**config.mk**
```make
export PLATFORM = sky130hd
export DESIGN_NAME = async_wait_bus_park
export DESIGN_NICKNAME = d
export VERILOG_FILES = /design/src/shared/awbp_pkg.sv /design/src/logic/awbp_sync.sv /design/src/logic/awbp_ext_counter.sv /design/src/logic/async_wait_bus_park.sv
export SDC_FILE = /design/constraint.sdc
export NUM_CORES = 1
export LEC_CHECK = 0
export BUFFER_PORTS_ARGS = -buffer_cell sky130_fd_sc_hd__buf_4
export CORE_UTILIZATION = 30
export CTS_BUF_LIST = sky130_fd_sc_hd__clkbuf_16
export DETAILED_ROUTE_END_ITERATION = 7
export PLACE_DENSITY = 0.58
export SYNTH_ARGS = -nofsm -noshare
export SYNTH_HDL_FRONTEND = slang
export SYNTH_SLANG_ARGS = --single-unit
```
**constraint.sdc**
```tcl
create_clock -name SYS_CLK_I -period 7.1 [get_ports SYS_CLK_I]
set_input_delay 1.065 -clock SYS_CLK_I [delete_from_list [all_inputs] [get_ports SYS_CLK_I]]
set_output_delay 1.065 -clock SYS_CLK_I [all_outputs]
set_load 0.005 [all_outputs]
```
**src/shared/awbp_pkg.sv**
```systemverilog
package awbp_pkg;

    // widths of the external memory port
    localparam int DATA_W  = 16;
    localparam int ADDR_W  = 16;
    localparam int REGIONS = 4;   // chip-select regions 2..5 map to index 0..3

    // per-region and shared asynchronous timing configuration
    typedef struct packed {
        logic                     wait_polarity;
        logic [REGIONS-1:0]       ext_wait_enable;
        logic [7:0]               strobe_extension_limit;
        logic [3:0]               r_setup;
        logic [5:0]               r_strobe;
        logic [2:0]               r_hold;
        logic [3:0]               w_setup;
        logic [5:0]               w_strobe;
        logic [2:0]               w_hold;
        logic [2:0]               turnaround;
    } async_wait_config_t;

    // values after full-chip reset; polarity comes up as 1
    localparam async_wait_config_t CFG_RESET = '{
        wait_polarity:          1'h1,
        ext_wait_enable:        4'h0,
        strobe_extension_limit: 8'h80,
        r_setup:                4'h2,
        r_strobe:               6'h04,
        r_hold:                 3'h1,
        w_setup:                4'h2,
        w_strobe:               6'h04,
        w_hold:                 3'h1,
        turnaround:             3'h2
    };

    // one access request from the on-chip side
    typedef struct packed {
        logic              write;
        logic [1:0]        region;
        logic [ADDR_W-1:0] addr;
        logic [DATA_W-1:0] wdata;
    } req_t;

    // raw interrupt status, also used as the write-one-to-clear strobe
    typedef struct packed {
        logic wait_rise;
        logic timeout_flag;
    } irq_raw_status_t;

    // access sequencer states
    typedef enum logic [2:0] {
        S_INIT,
        S_IDLE,
        S_SETUP,
        S_STROBE,
        S_EXTEND,
        S_HOLD,
        S_TURN
    } fsm_t;

    // length of the initialization sequence after any reset release
    localparam logic [7:0] INIT_CYCLES = 8'h10;
    // smallest phase length in cycles
    localparam logic [7:0] MIN_PHASE   = 8'h01;

endpackage : awbp_pkg

```
**src/logic/awbp_sync.sv**
```systemverilog
`timescale 1ns/1ps
// two-flop synchronizer; only the second stage is visible
module awbp_sync #(
    parameter int              W       = 1,
    parameter logic [W-1:0]    RST_VAL = '0
) (
    input  wire logic          clk_i,
    input  wire logic          rst_i,
    input  wire logic [W-1:0]  d_i,
    output logic      [W-1:0]  q_o
);

    logic [W-1:0] meta_q;

    // first stage feeds only the second stage
    always_ff @(posedge clk_i or posedge rst_i) begin
        if (rst_i) begin
            meta_q <= RST_VAL;
            q_o    <= RST_VAL;
        end else begin
            meta_q <= d_i;
            q_o    <= meta_q;
        end
    end

endmodule : awbp_sync

```
**src/logic/awbp_ext_counter.sv**
```systemverilog
`timescale 1ns/1ps
// strobe extension budget; reloaded per access, counts down while stretching
module awbp_ext_counter (
    input  wire logic       clk_i,
    input  wire logic       rst_i,
    input  wire logic       clr_i,
    input  wire logic       load_i,
    input  wire logic [7:0] limit_i,
    input  wire logic       dec_i,
    output logic            expired_o
);

    logic [7:0] cnt_q;
    logic [7:0] cnt_d;

    // load beats decrement; decrement stops at zero
    always_comb begin
        cnt_d = cnt_q;
        if (clr_i) begin
            cnt_d = 8'h00;
        end else if (load_i) begin
            cnt_d = limit_i;
        end else if (dec_i && (cnt_q != 8'h00)) begin
            cnt_d = cnt_q - 8'h01;
        end
    end

    always_ff @(posedge clk_i or posedge rst_i) begin
        if (rst_i) begin
            cnt_q <= 8'h00;
        end else begin
            cnt_q <= cnt_d;
        end
    end

    assign expired_o = (cnt_q == 8'h00);

endmodule : awbp_ext_counter

```
**src/logic/async_wait_bus_park.sv**
```systemverilog
`timescale 1ns/1ps
// Notes on behaviour
// - in NAND mode the status output shows the wait pin level three cycles late
// - each rising edge of the wait pin sets the wait-rise raw flag
// - wait polarity never alters NAND status or the wait-rise flag
// - regions 2 to 5 each own an extended-wait enable bit
// - while wait is active add strobe cycles, then resume at last strobe cycle
// - a programmable limit caps the strobe extension in clock cycles
// - on limit expiry go to hold regardless of the wait level
// - limit expiry raises an asynchronous-timeout event
// - wait polarity resets to 1; 1 waits on high, 0 waits on low
// - when idle, drive the data bus with the last written value
// - reads release the data bus when chip select asserts
// - after a read, park again once turnaround ends
// - a read during self-refresh leaves the bus tri-stated afterwards
// - chip reset clears everything; module reset clears only the sequencer
// - reset release starts initialization and drops any pending request
// - chip reset is the device reset; module reset is the sleep controller's
// - wait-rise flag tells software the NAND device is ready again
// - timeout is flagged only in extended-wait mode on overlong wait
module async_wait_bus_park (
    // clock and resets
    input  wire logic                         SYS_CLK_I,
    input  wire logic                         SYS_RST_I,
    input  wire logic                         SM_ONLY_RESET_N_I,
    // configuration and mode
    input  wire logic                         CFG_WE_I,
    input  wire awbp_pkg::async_wait_config_t CFG_I,
    output awbp_pkg::async_wait_config_t      CFG_O,
    input  wire logic                         NAND_MODE_I,
    input  wire logic                         SELF_REFRESH_I,
    // status and events
    output logic                              NAND_STATUS_REG_O,
    output awbp_pkg::irq_raw_status_t         IRQ_RAW_STATUS_O,
    input  wire awbp_pkg::irq_raw_status_t    IRQ_CLEAR_I,
    output logic                              WAIT_RISE_EVENT_O,
    output logic                              ASYNC_TIMEOUT_EVENT_O,
    // access requests
    input  wire logic                         REQ_VALID_I,
    input  wire awbp_pkg::req_t               REQ_I,
    output logic                              REQ_READY_O,
    output logic                              RD_VALID_O,
    output logic [awbp_pkg::DATA_W-1:0]       RD_DATA_O,
    // external memory pins
    input  wire logic                         EXT_WAIT_INPUT_I,
    output logic [awbp_pkg::REGIONS-1:0]      MEM_CHIP_SELECT_N_O,
    output logic                              MEM_OE_N_O,
    output logic                              MEM_WE_N_O,
    output logic [awbp_pkg::ADDR_W-1:0]       MEM_ADDR_O,
    input  wire logic [awbp_pkg::DATA_W-1:0]  MEM_DATA_I,
    output logic [awbp_pkg::DATA_W-1:0]       MEM_DATA_O,
    output logic                              MEM_DATA_OE_O
);

    // module state in one record; synchronizers and extension counter sit outside it
    typedef struct packed {
        awbp_pkg::async_wait_config_t cfg;
        awbp_pkg::irq_raw_status_t    irq;
        logic                         wait_prev;
        logic                         nand_status;
        logic                         rise_evt;
        logic                         timeout_evt;
        awbp_pkg::fsm_t               fsm;
        logic [7:0]                   cnt;
        awbp_pkg::req_t               req;
        logic                         sr_read;
        logic                         ext_done;
        logic                         floating;
        logic [awbp_pkg::DATA_W-1:0]  park;
        logic [awbp_pkg::DATA_W-1:0]  rdata;
        logic                         rd_valid;
        logic                         ready;
        logic [awbp_pkg::REGIONS-1:0] cs_n;
        logic                         oe_n;
        logic                         we_n;
        logic                         data_oe;
        logic [awbp_pkg::DATA_W-1:0]  data_o;
    } state_t;

    localparam state_t ST_RESET = '{
        cfg:         awbp_pkg::CFG_RESET,
        irq:         '{wait_rise: 1'h0, timeout_flag: 1'h0},
        wait_prev:   1'h0,
        nand_status: 1'h0,
        rise_evt:    1'h0,
        timeout_evt: 1'h0,
        fsm:         awbp_pkg::S_INIT,
        cnt:         8'h00,
        req:         '0,
        sr_read:     1'h0,
        ext_done:    1'h0,
        floating:    1'h0,
        park:        16'h0000,
        rdata:       16'h0000,
        rd_valid:    1'h0,
        ready:       1'h0,
        cs_n:        4'hF,
        oe_n:        1'h1,
        we_n:        1'h1,
        data_oe:     1'h1,
        data_o:      16'h0000
    };

    state_t                      q;
    state_t                      n;
    logic                        wait_s;
    logic                        mrst_n_s;
    logic [awbp_pkg::DATA_W-1:0] data_s;
    logic                        ext_expired;
    logic                        ext_load;
    logic                        ext_dec;
    logic                        wait_active;
    logic                        wait_rise;
    logic                        go_hold;
    logic                        set_timeout;
    logic                        mrst;

    // phase lengths of zero are stretched to one cycle
    function automatic logic [7:0] phase_len(input logic [7:0] v);
        phase_len = (v == 8'h00) ? awbp_pkg::MIN_PHASE : v;
    endfunction : phase_len

    // pin and module-reset synchronizers
    awbp_sync #(.W(1), .RST_VAL(1'h0)) u_wait_sync (
        .clk_i (SYS_CLK_I),
        .rst_i (SYS_RST_I),
        .d_i   (EXT_WAIT_INPUT_I),
        .q_o   (wait_s)
    );

    // module reset reads asserted until two clean samples
    awbp_sync #(.W(1), .RST_VAL(1'h0)) u_mrst_sync (
        .clk_i (SYS_CLK_I),
        .rst_i (SYS_RST_I),
        .d_i   (SM_ONLY_RESET_N_I),
        .q_o   (mrst_n_s)
    );

    // read data are sampled two cycles late and captured at the end of the strobe
    awbp_sync #(.W(awbp_pkg::DATA_W), .RST_VAL(16'h0000)) u_data_sync (
        .clk_i (SYS_CLK_I),
        .rst_i (SYS_RST_I),
        .d_i   (MEM_DATA_I),
        .q_o   (data_s)
    );

    awbp_ext_counter u_ext_counter (
        .clk_i     (SYS_CLK_I),
        .rst_i     (SYS_RST_I),
        .clr_i     (mrst),
        .load_i    (ext_load),
        .limit_i   (q.cfg.strobe_extension_limit),
        .dec_i     (ext_dec),
        .expired_o (ext_expired)
    );

    // raw pin view and polarity-adjusted wait view
    assign mrst        = ~mrst_n_s;
    assign wait_rise   = wait_s & ~q.wait_prev;
    assign wait_active = q.cfg.wait_polarity ? wait_s : ~wait_s;

    // next-state logic for the whole module
    always_comb begin
        n           = q;
        n.rd_valid  = 1'h0;
        n.rise_evt  = 1'h0;
        n.timeout_evt = 1'h0;
        ext_load    = 1'h0;
        ext_dec     = 1'h0;
        go_hold     = 1'h0;
        set_timeout = 1'h0;

        // configuration is a register: only chip reset clears it
        if (CFG_WE_I) begin
            n.cfg = CFG_I;
        end

        // raw pin tracking ignores polarity and sequencer state
        n.wait_prev   = wait_s;
        n.nand_status = NAND_MODE_I & wait_s;

        case (q.fsm)
            awbp_pkg::S_INIT: begin
                // bus parked, no strobes during initialization
                n.cs_n    = 4'hF;
                n.data_oe = ~q.floating;
                n.data_o  = q.park;
                if (q.cnt >= awbp_pkg::INIT_CYCLES) begin
                    n.fsm = awbp_pkg::S_IDLE;
                    n.cnt = 8'h00;
                end else begin
                    n.cnt = q.cnt + 8'h01;
                end
            end
            awbp_pkg::S_IDLE: begin
                n.data_oe = ~q.floating;
                n.data_o  = q.park;
                if (REQ_VALID_I && q.ready) begin
                    n.req      = REQ_I;
                    n.ext_done = 1'h0;
                    n.sr_read  = ~REQ_I.write & SELF_REFRESH_I;
                    n.cs_n     = ~(4'h1 << REQ_I.region);
                    n.fsm      = awbp_pkg::S_SETUP;
                    if (REQ_I.write) begin
                        // new write data become the parked value
                        n.park     = REQ_I.wdata;
                        n.floating = 1'h0;
                        n.data_o   = REQ_I.wdata;
                        n.data_oe  = 1'h1;
                        n.cnt      = phase_len({4'h0, q.cfg.w_setup});
                    end else begin
                        n.data_oe  = 1'h0;
                        n.cnt      = phase_len({4'h0, q.cfg.r_setup});
                    end
                end
            end
            awbp_pkg::S_SETUP: begin
                if (q.cnt <= awbp_pkg::MIN_PHASE) begin
                    n.fsm      = awbp_pkg::S_STROBE;
                    n.we_n     = ~q.req.write;
                    n.oe_n     = q.req.write;
                    ext_load   = 1'h1;
                    n.cnt      = q.req.write ? phase_len({2'h0, q.cfg.w_strobe})
                                             : phase_len({2'h0, q.cfg.r_strobe});
                end else begin
                    n.cnt = q.cnt - 8'h01;
                end
            end
            awbp_pkg::S_STROBE: begin
                // only one stretch per access; after it the strobe finishes
                if (q.cfg.ext_wait_enable[q.req.region] && wait_active && !q.ext_done) begin
                    n.fsm = awbp_pkg::S_EXTEND;
                end else if (q.cnt <= awbp_pkg::MIN_PHASE) begin
                    go_hold = 1'h1;
                end else begin
                    n.cnt = q.cnt - 8'h01;
                end
            end
            awbp_pkg::S_EXTEND: begin
                if (!wait_active) begin
                    // back to the final programmed strobe cycle
                    n.fsm      = awbp_pkg::S_STROBE;
                    n.cnt      = awbp_pkg::MIN_PHASE;
                    n.ext_done = 1'h1;
                end else if (ext_expired) begin
                    go_hold     = 1'h1;
                    set_timeout = 1'h1;
                end else begin
                    ext_dec = 1'h1;
                end
            end
            awbp_pkg::S_HOLD: begin
                if (q.cnt <= awbp_pkg::MIN_PHASE) begin
                    n.cs_n = 4'hF;
                    if (q.req.write) begin
                        n.fsm = awbp_pkg::S_IDLE;
                    end else begin
                        n.rd_valid = 1'h1;
                        n.fsm      = awbp_pkg::S_TURN;
                        n.cnt      = phase_len({5'h00, q.cfg.turnaround});
                    end
                end else begin
                    n.cnt = q.cnt - 8'h01;
                end
            end
            awbp_pkg::S_TURN: begin
                if (q.cnt <= awbp_pkg::MIN_PHASE) begin
                    n.fsm      = awbp_pkg::S_IDLE;
                    n.floating = q.sr_read;
                    n.data_oe  = ~q.sr_read;
                    n.data_o   = q.park;
                end else begin
                    n.cnt = q.cnt - 8'h01;
                end
            end
            default: begin
                n.fsm = awbp_pkg::S_INIT;
                n.cnt = 8'h00;
            end
        endcase

        // common end of the strobe: capture read data, drop strobes
        if (go_hold) begin
            n.fsm   = awbp_pkg::S_HOLD;
            n.cnt   = q.req.write ? phase_len({5'h00, q.cfg.w_hold})
                                  : phase_len({5'h00, q.cfg.r_hold});
            n.we_n  = 1'h1;
            n.oe_n  = 1'h1;
            n.rdata = q.req.write ? q.rdata : data_s;
        end

        // sticky raw flags: a new event wins over a same-cycle clear
        n.rise_evt         = wait_rise;
        n.timeout_evt      = set_timeout;
        n.irq.wait_rise    = (q.irq.wait_rise & ~IRQ_CLEAR_I.wait_rise) | wait_rise;
        n.irq.timeout_flag = (q.irq.timeout_flag & ~IRQ_CLEAR_I.timeout_flag) | set_timeout;

        // module reset: sequencer only; config, flags and park value survive
        if (mrst) begin
            n.fsm         = awbp_pkg::S_INIT;
            n.cnt         = 8'h00;
            n.cs_n        = 4'hF;
            n.oe_n        = 1'h1;
            n.we_n        = 1'h1;
            n.rd_valid    = 1'h0;
            n.ext_done    = 1'h0;
            n.timeout_evt = 1'h0;
            n.irq.timeout_flag = q.irq.timeout_flag & ~IRQ_CLEAR_I.timeout_flag;
        end

        // accept requests only from a settled idle state
        n.ready = (n.fsm == awbp_pkg::S_IDLE) && !mrst && !(q.fsm == awbp_pkg::S_IDLE && REQ_VALID_I && q.ready);
    end

    // chip reset clears the whole record
    always_ff @(posedge SYS_CLK_I or posedge SYS_RST_I) begin
        if (SYS_RST_I) begin
            q <= ST_RESET;
        end else begin
            q <= n;
        end
    end

    // every output is a flop of the state record
    assign CFG_O                 = q.cfg;
    assign NAND_STATUS_REG_O     = q.nand_status;
    assign IRQ_RAW_STATUS_O      = q.irq;
    assign WAIT_RISE_EVENT_O     = q.rise_evt;
    assign ASYNC_TIMEOUT_EVENT_O = q.timeout_evt;
    assign REQ_READY_O           = q.ready;
    assign RD_VALID_O            = q.rd_valid;
    assign RD_DATA_O             = q.rdata;
    assign MEM_CHIP_SELECT_N_O   = q.cs_n;
    assign MEM_OE_N_O            = q.oe_n;
    assign MEM_WE_N_O            = q.we_n;
    assign MEM_ADDR_O            = q.req.addr;
    assign MEM_DATA_O            = q.data_o;
    assign MEM_DATA_OE_O         = q.data_oe;

endmodule : async_wait_bus_park

```
==> metrics.md <==
| Metric | Value |
|---|---|
| Status | `finished, final reports clean` |
| Net count, final | `898` |
| Synth Register Bits | `182` |
| Max-cap check violation count | `0` |
| Post-Syn Area | `8370 µm²` |
| Sequential area share after synthesis | `54.6%` |
| Largest family of logic cells by synthesized area | `multiplexers` |
| CTS Buf Count | `17` |
| PortBufs | `206` |
| Root Buffer | `clkbuf_16` |
| Max VDD drop | `0.137 mV` |
| Count of final hold-check violations | `0` |
| Worst path slowest cell | `dfrtp_1` |
| Dpl ws | `4.20 ns` |
| DR vias | `5302` |
| Largest net degree at the start of global routing | `118` |
| Area growth from synthesis to layout | `20.1%` |
| Die height | `169 µm` |
| Pint | `1.64 mW` |
| RSZ-0062 raised after global routing | `false` |
| HPWL Detailed | `12800 µm` |
| Mux contribution to synthesized area | `15.6%` |
| Hold-fix buffers, CTS | `0` |
| Critical path launch point type | `flop` |
| Synth Area in Compound Gates | `8.34%` |
| Hold WS | `0.348 ns` |
| Area contributors post-synth | `dfrtp_1 (50%), mux2_2 (14%), buf_4 (8.8%)` |
| Tmin final | `2.87 ns` |
| Slew @ Worst Pin | `0.965 ns` |
| Grt ovf | `0` |
| Post-CTS Setup Bufs | `0` |
| Num rows | `60` |
| Clk pin slew, worst setup/hold paths | `0.07 ns` |
| CTS tree | `built` |
| CP bufs+invs | `0` |
| Crit-path cells | `nor3b_1, and4_1, a21oi_1, nor2_2, mux2_2` |
| Area leader, netlist | `dfrtp_1` |
| Initial antenna violation count | `0` |
| Longest Clk Path Bufs | `2` |
| Combinational power share | `9.8%` |
| Crit Path Category | `reg2reg` |
| Worst-path fanout max | `25` |
| First-pass GRT wire length | `29500 µm` |
| Clk_lat worst skew | `0.43 ns` |
| Yosys warns | `0` |
| DR vias/cell | `4.52` |
| Synth top cells by count | `dfrtp_1 (166), mux2_2 (105), buf_4 (98)` |
| Sequential power share | `51.2%` |
| DRC viols | `0` |
| Dpl cell area | `9550 µm²` |
| Core area | `27200 µm²` |
| Adder-cell area share of the yosys netlist | `0.747%` |
| Share of cells above drive strength 1 | `46.8%` |
| Fmax | `349 MHz` |
| Final setup fails | `0` |
| H-tree depth | `4` |
| Switching Power | `544 µW` |
| PostCTS Resize Cnt | `0` |
| Final WS setup | `4.23 ns` |
| Setup crit end kind | `flop` |
| Synth top area share | `49.6%` |
| Power per cell area | `217 nW/µm²` |
| Global-route usage over all layers | `13.4%` |
| CP peak stage delay | `0.84 ns` |
| Worst slew margin | `35.6%` |
| Die area | `28600 µm²` |
| Primary FF master, synth | `dfrtp_1` |
| Initial drt markers | `279` |
| Final Cycle Share | `40.4%` |
| DRT antenna net count | `0` |
| Mean post-synth cell area | `12.2 µm²` |
| Initial Util | `30.8%` |
| Layout Skew | `0.0117 ns` |
| CP arrival | `3.17 ns` |
| Syn_nets | `797` |
| Ports | `207` |
| Simple logic cell fraction of the synthesized area | `8.29%` |
| Die width | `169 µm` |
| Switching Fraction | `24.9%` |
| Ys async rst share | `100%` |
| CP delay by family, top | `simple AND/OR/NAND/NOR gates` |
| Max-slew violation count | `0` |
| Lkg Pwr | `4.79 nW` |
| WP data required | `7.41 ns` |
| Routed wire per std cell | `15.8 µm` |
| Post-synth EDFFs | `0` |
| Post-Synth XOR/XNOR Area | `1.36%` |
| DRT Pass-1 Iters | `4` |
| Ant diodes | `0` |
| Drt total wl | `18500 µm` |
| Netlist cell types | `71` |
| Gpl congestion | `0.769` |
| Design area | `10100 µm²` |
| Clock sinks | `182` |
| Mapped Cells | `689` |
| Setup TNS | `0 ns` |
| Clock power frac | `39.0%` |
| Hold Crit Class | `reg2reg` |
| Vias in the first global route | `5262` |
| Top-count cell post-synth | `dfrtp_1` |
[power by group through the flow]
stage	Combinational [mW]	Clock, mW	Sequential (mW)
2_1_floorplan	0.154	0	1.12
3_5_place_dp	0.216	0	1.14
4_1_cts	0.217	0.893	1.12
6_report	0.213	0.851	1.12
5_1_grt	0.236	0.932	1.12
3_3_place_gp	0.215	0	1.14
[stage by stage]
stage          util (%)  total power [mW]  std cells
2_1_floorplan         -              1.27        689
3_5_place_dp       35.1              1.35       1143
3_3_place_gp       35.1              1.35       1143
5_1_grt            37.0              2.29       1174
6_report           37.0              2.18       1174
4_1_cts            37.0              2.23       1174
[final cells by class]
class / instances / area [µm²]
Tap cell: 372 / 465
Fill cell: 2717 / 17100
Inverter: 11 / 48.8
Sequential cell: 182 / 4570
Timing Repair Buffer: 211 / 1580
Clock inverter: 14 / 87.6
Clock buffer: 17 / 425
Multi-Input combinational cell: 367 / 2880
[registers in the layout, indices dropped and copies added, names as in the netlist, 2 cells and up]
signal	count
CFG_O	42
MEM_CHIP_SELECT_N_O	4
u_ext_counter.cnt_q	8
MEM_DATA_O	16
u_data_sync.q_o	16
IRQ_RAW_STATUS_O	2
RD_DATA_O	16
MEM_ADDR_O	16
u_data_sync.meta_q	16
q	34
[worst paths after layout]
check,startpoint,endpoint,slack (ns),cells after the start
setup / recovery,q[105],RD_DATA_O[12],4.23,5
hold / removal,u_data_sync.meta_q[1],u_data_sync.q_o[1],0.35,0
setup reg to reg,q[105],RD_DATA_O[12],4.23,5
hold reg to reg,u_data_sync.meta_q[1],u_data_sync.q_o[1],0.35,0
max in group asynchronous,SYS_RST_I,CFG_O[19],4.95,3
min in group asynchronous,SYS_RST_I,u_data_sync.q_o[2],0.78,2
[cell usage in the layout, fill, tap and decap left out, types with 3 or more instances in the layout]
cell	netlist	final
inv_1	11	12
a21o_1	4	4
a22o_1	4	4
or3_1	4	4
inv_6	0	3
o21ai_0	16	16
a31oi_1	5	5
nand2b_1	6	6
nor3_1	11	11
nor4_1	4	4
and2_1	5	5
and4_1	3	3
dfrtp_1	166	166
a21oi_1	22	22
nand4_1	3	3
o211ai_1	4	4
a211oi_1	7	7
o21ai_1	3	3
nand2_1	31	31
mux2_2	105	105
a211o_1	3	3
nand3_1	4	4
clkbuf_16	0	17
dfstp_2	16	16
xor2_1	5	5
nor2b_1	4	4
ha_1	5	5
xnor2_1	8	8
mux2i_1	9	9
nor2_1	40	40
clkinv_1	0	3
nor3b_1	5	5
buf_4	98	211
[routing by layer]
metal / vias to the layer above / part of all wire, % / track usage (%)
met4: 0 / 1.5 / 3.84
met2: 169 / 45 / 19.9
li1: 2516 / - / -
met1: 2599 / 46 / 18.5
met5: - / 0 / 0
met3: 18 / 7.5 / 4.56
[logic make-up (layout without fill, tap and decap cells)]
| logic type | after synthesis | in the layout |
|---|---|---|
| AO/OA/AOI/OAI | 97 | 97 |
| multiplexers | 116 | 116 |
| XOR/XNOR | 13 | 13 |
| AND/OR/NAND/NOR | 136 | 136 |
| flip-flops | 182 | 182 |
| adder cells (fa/ha/maj) | 5 | 5 |
| buffers and inverters | 140 | 253 |
Note: power is estimated with default switching activity, not from simulation.
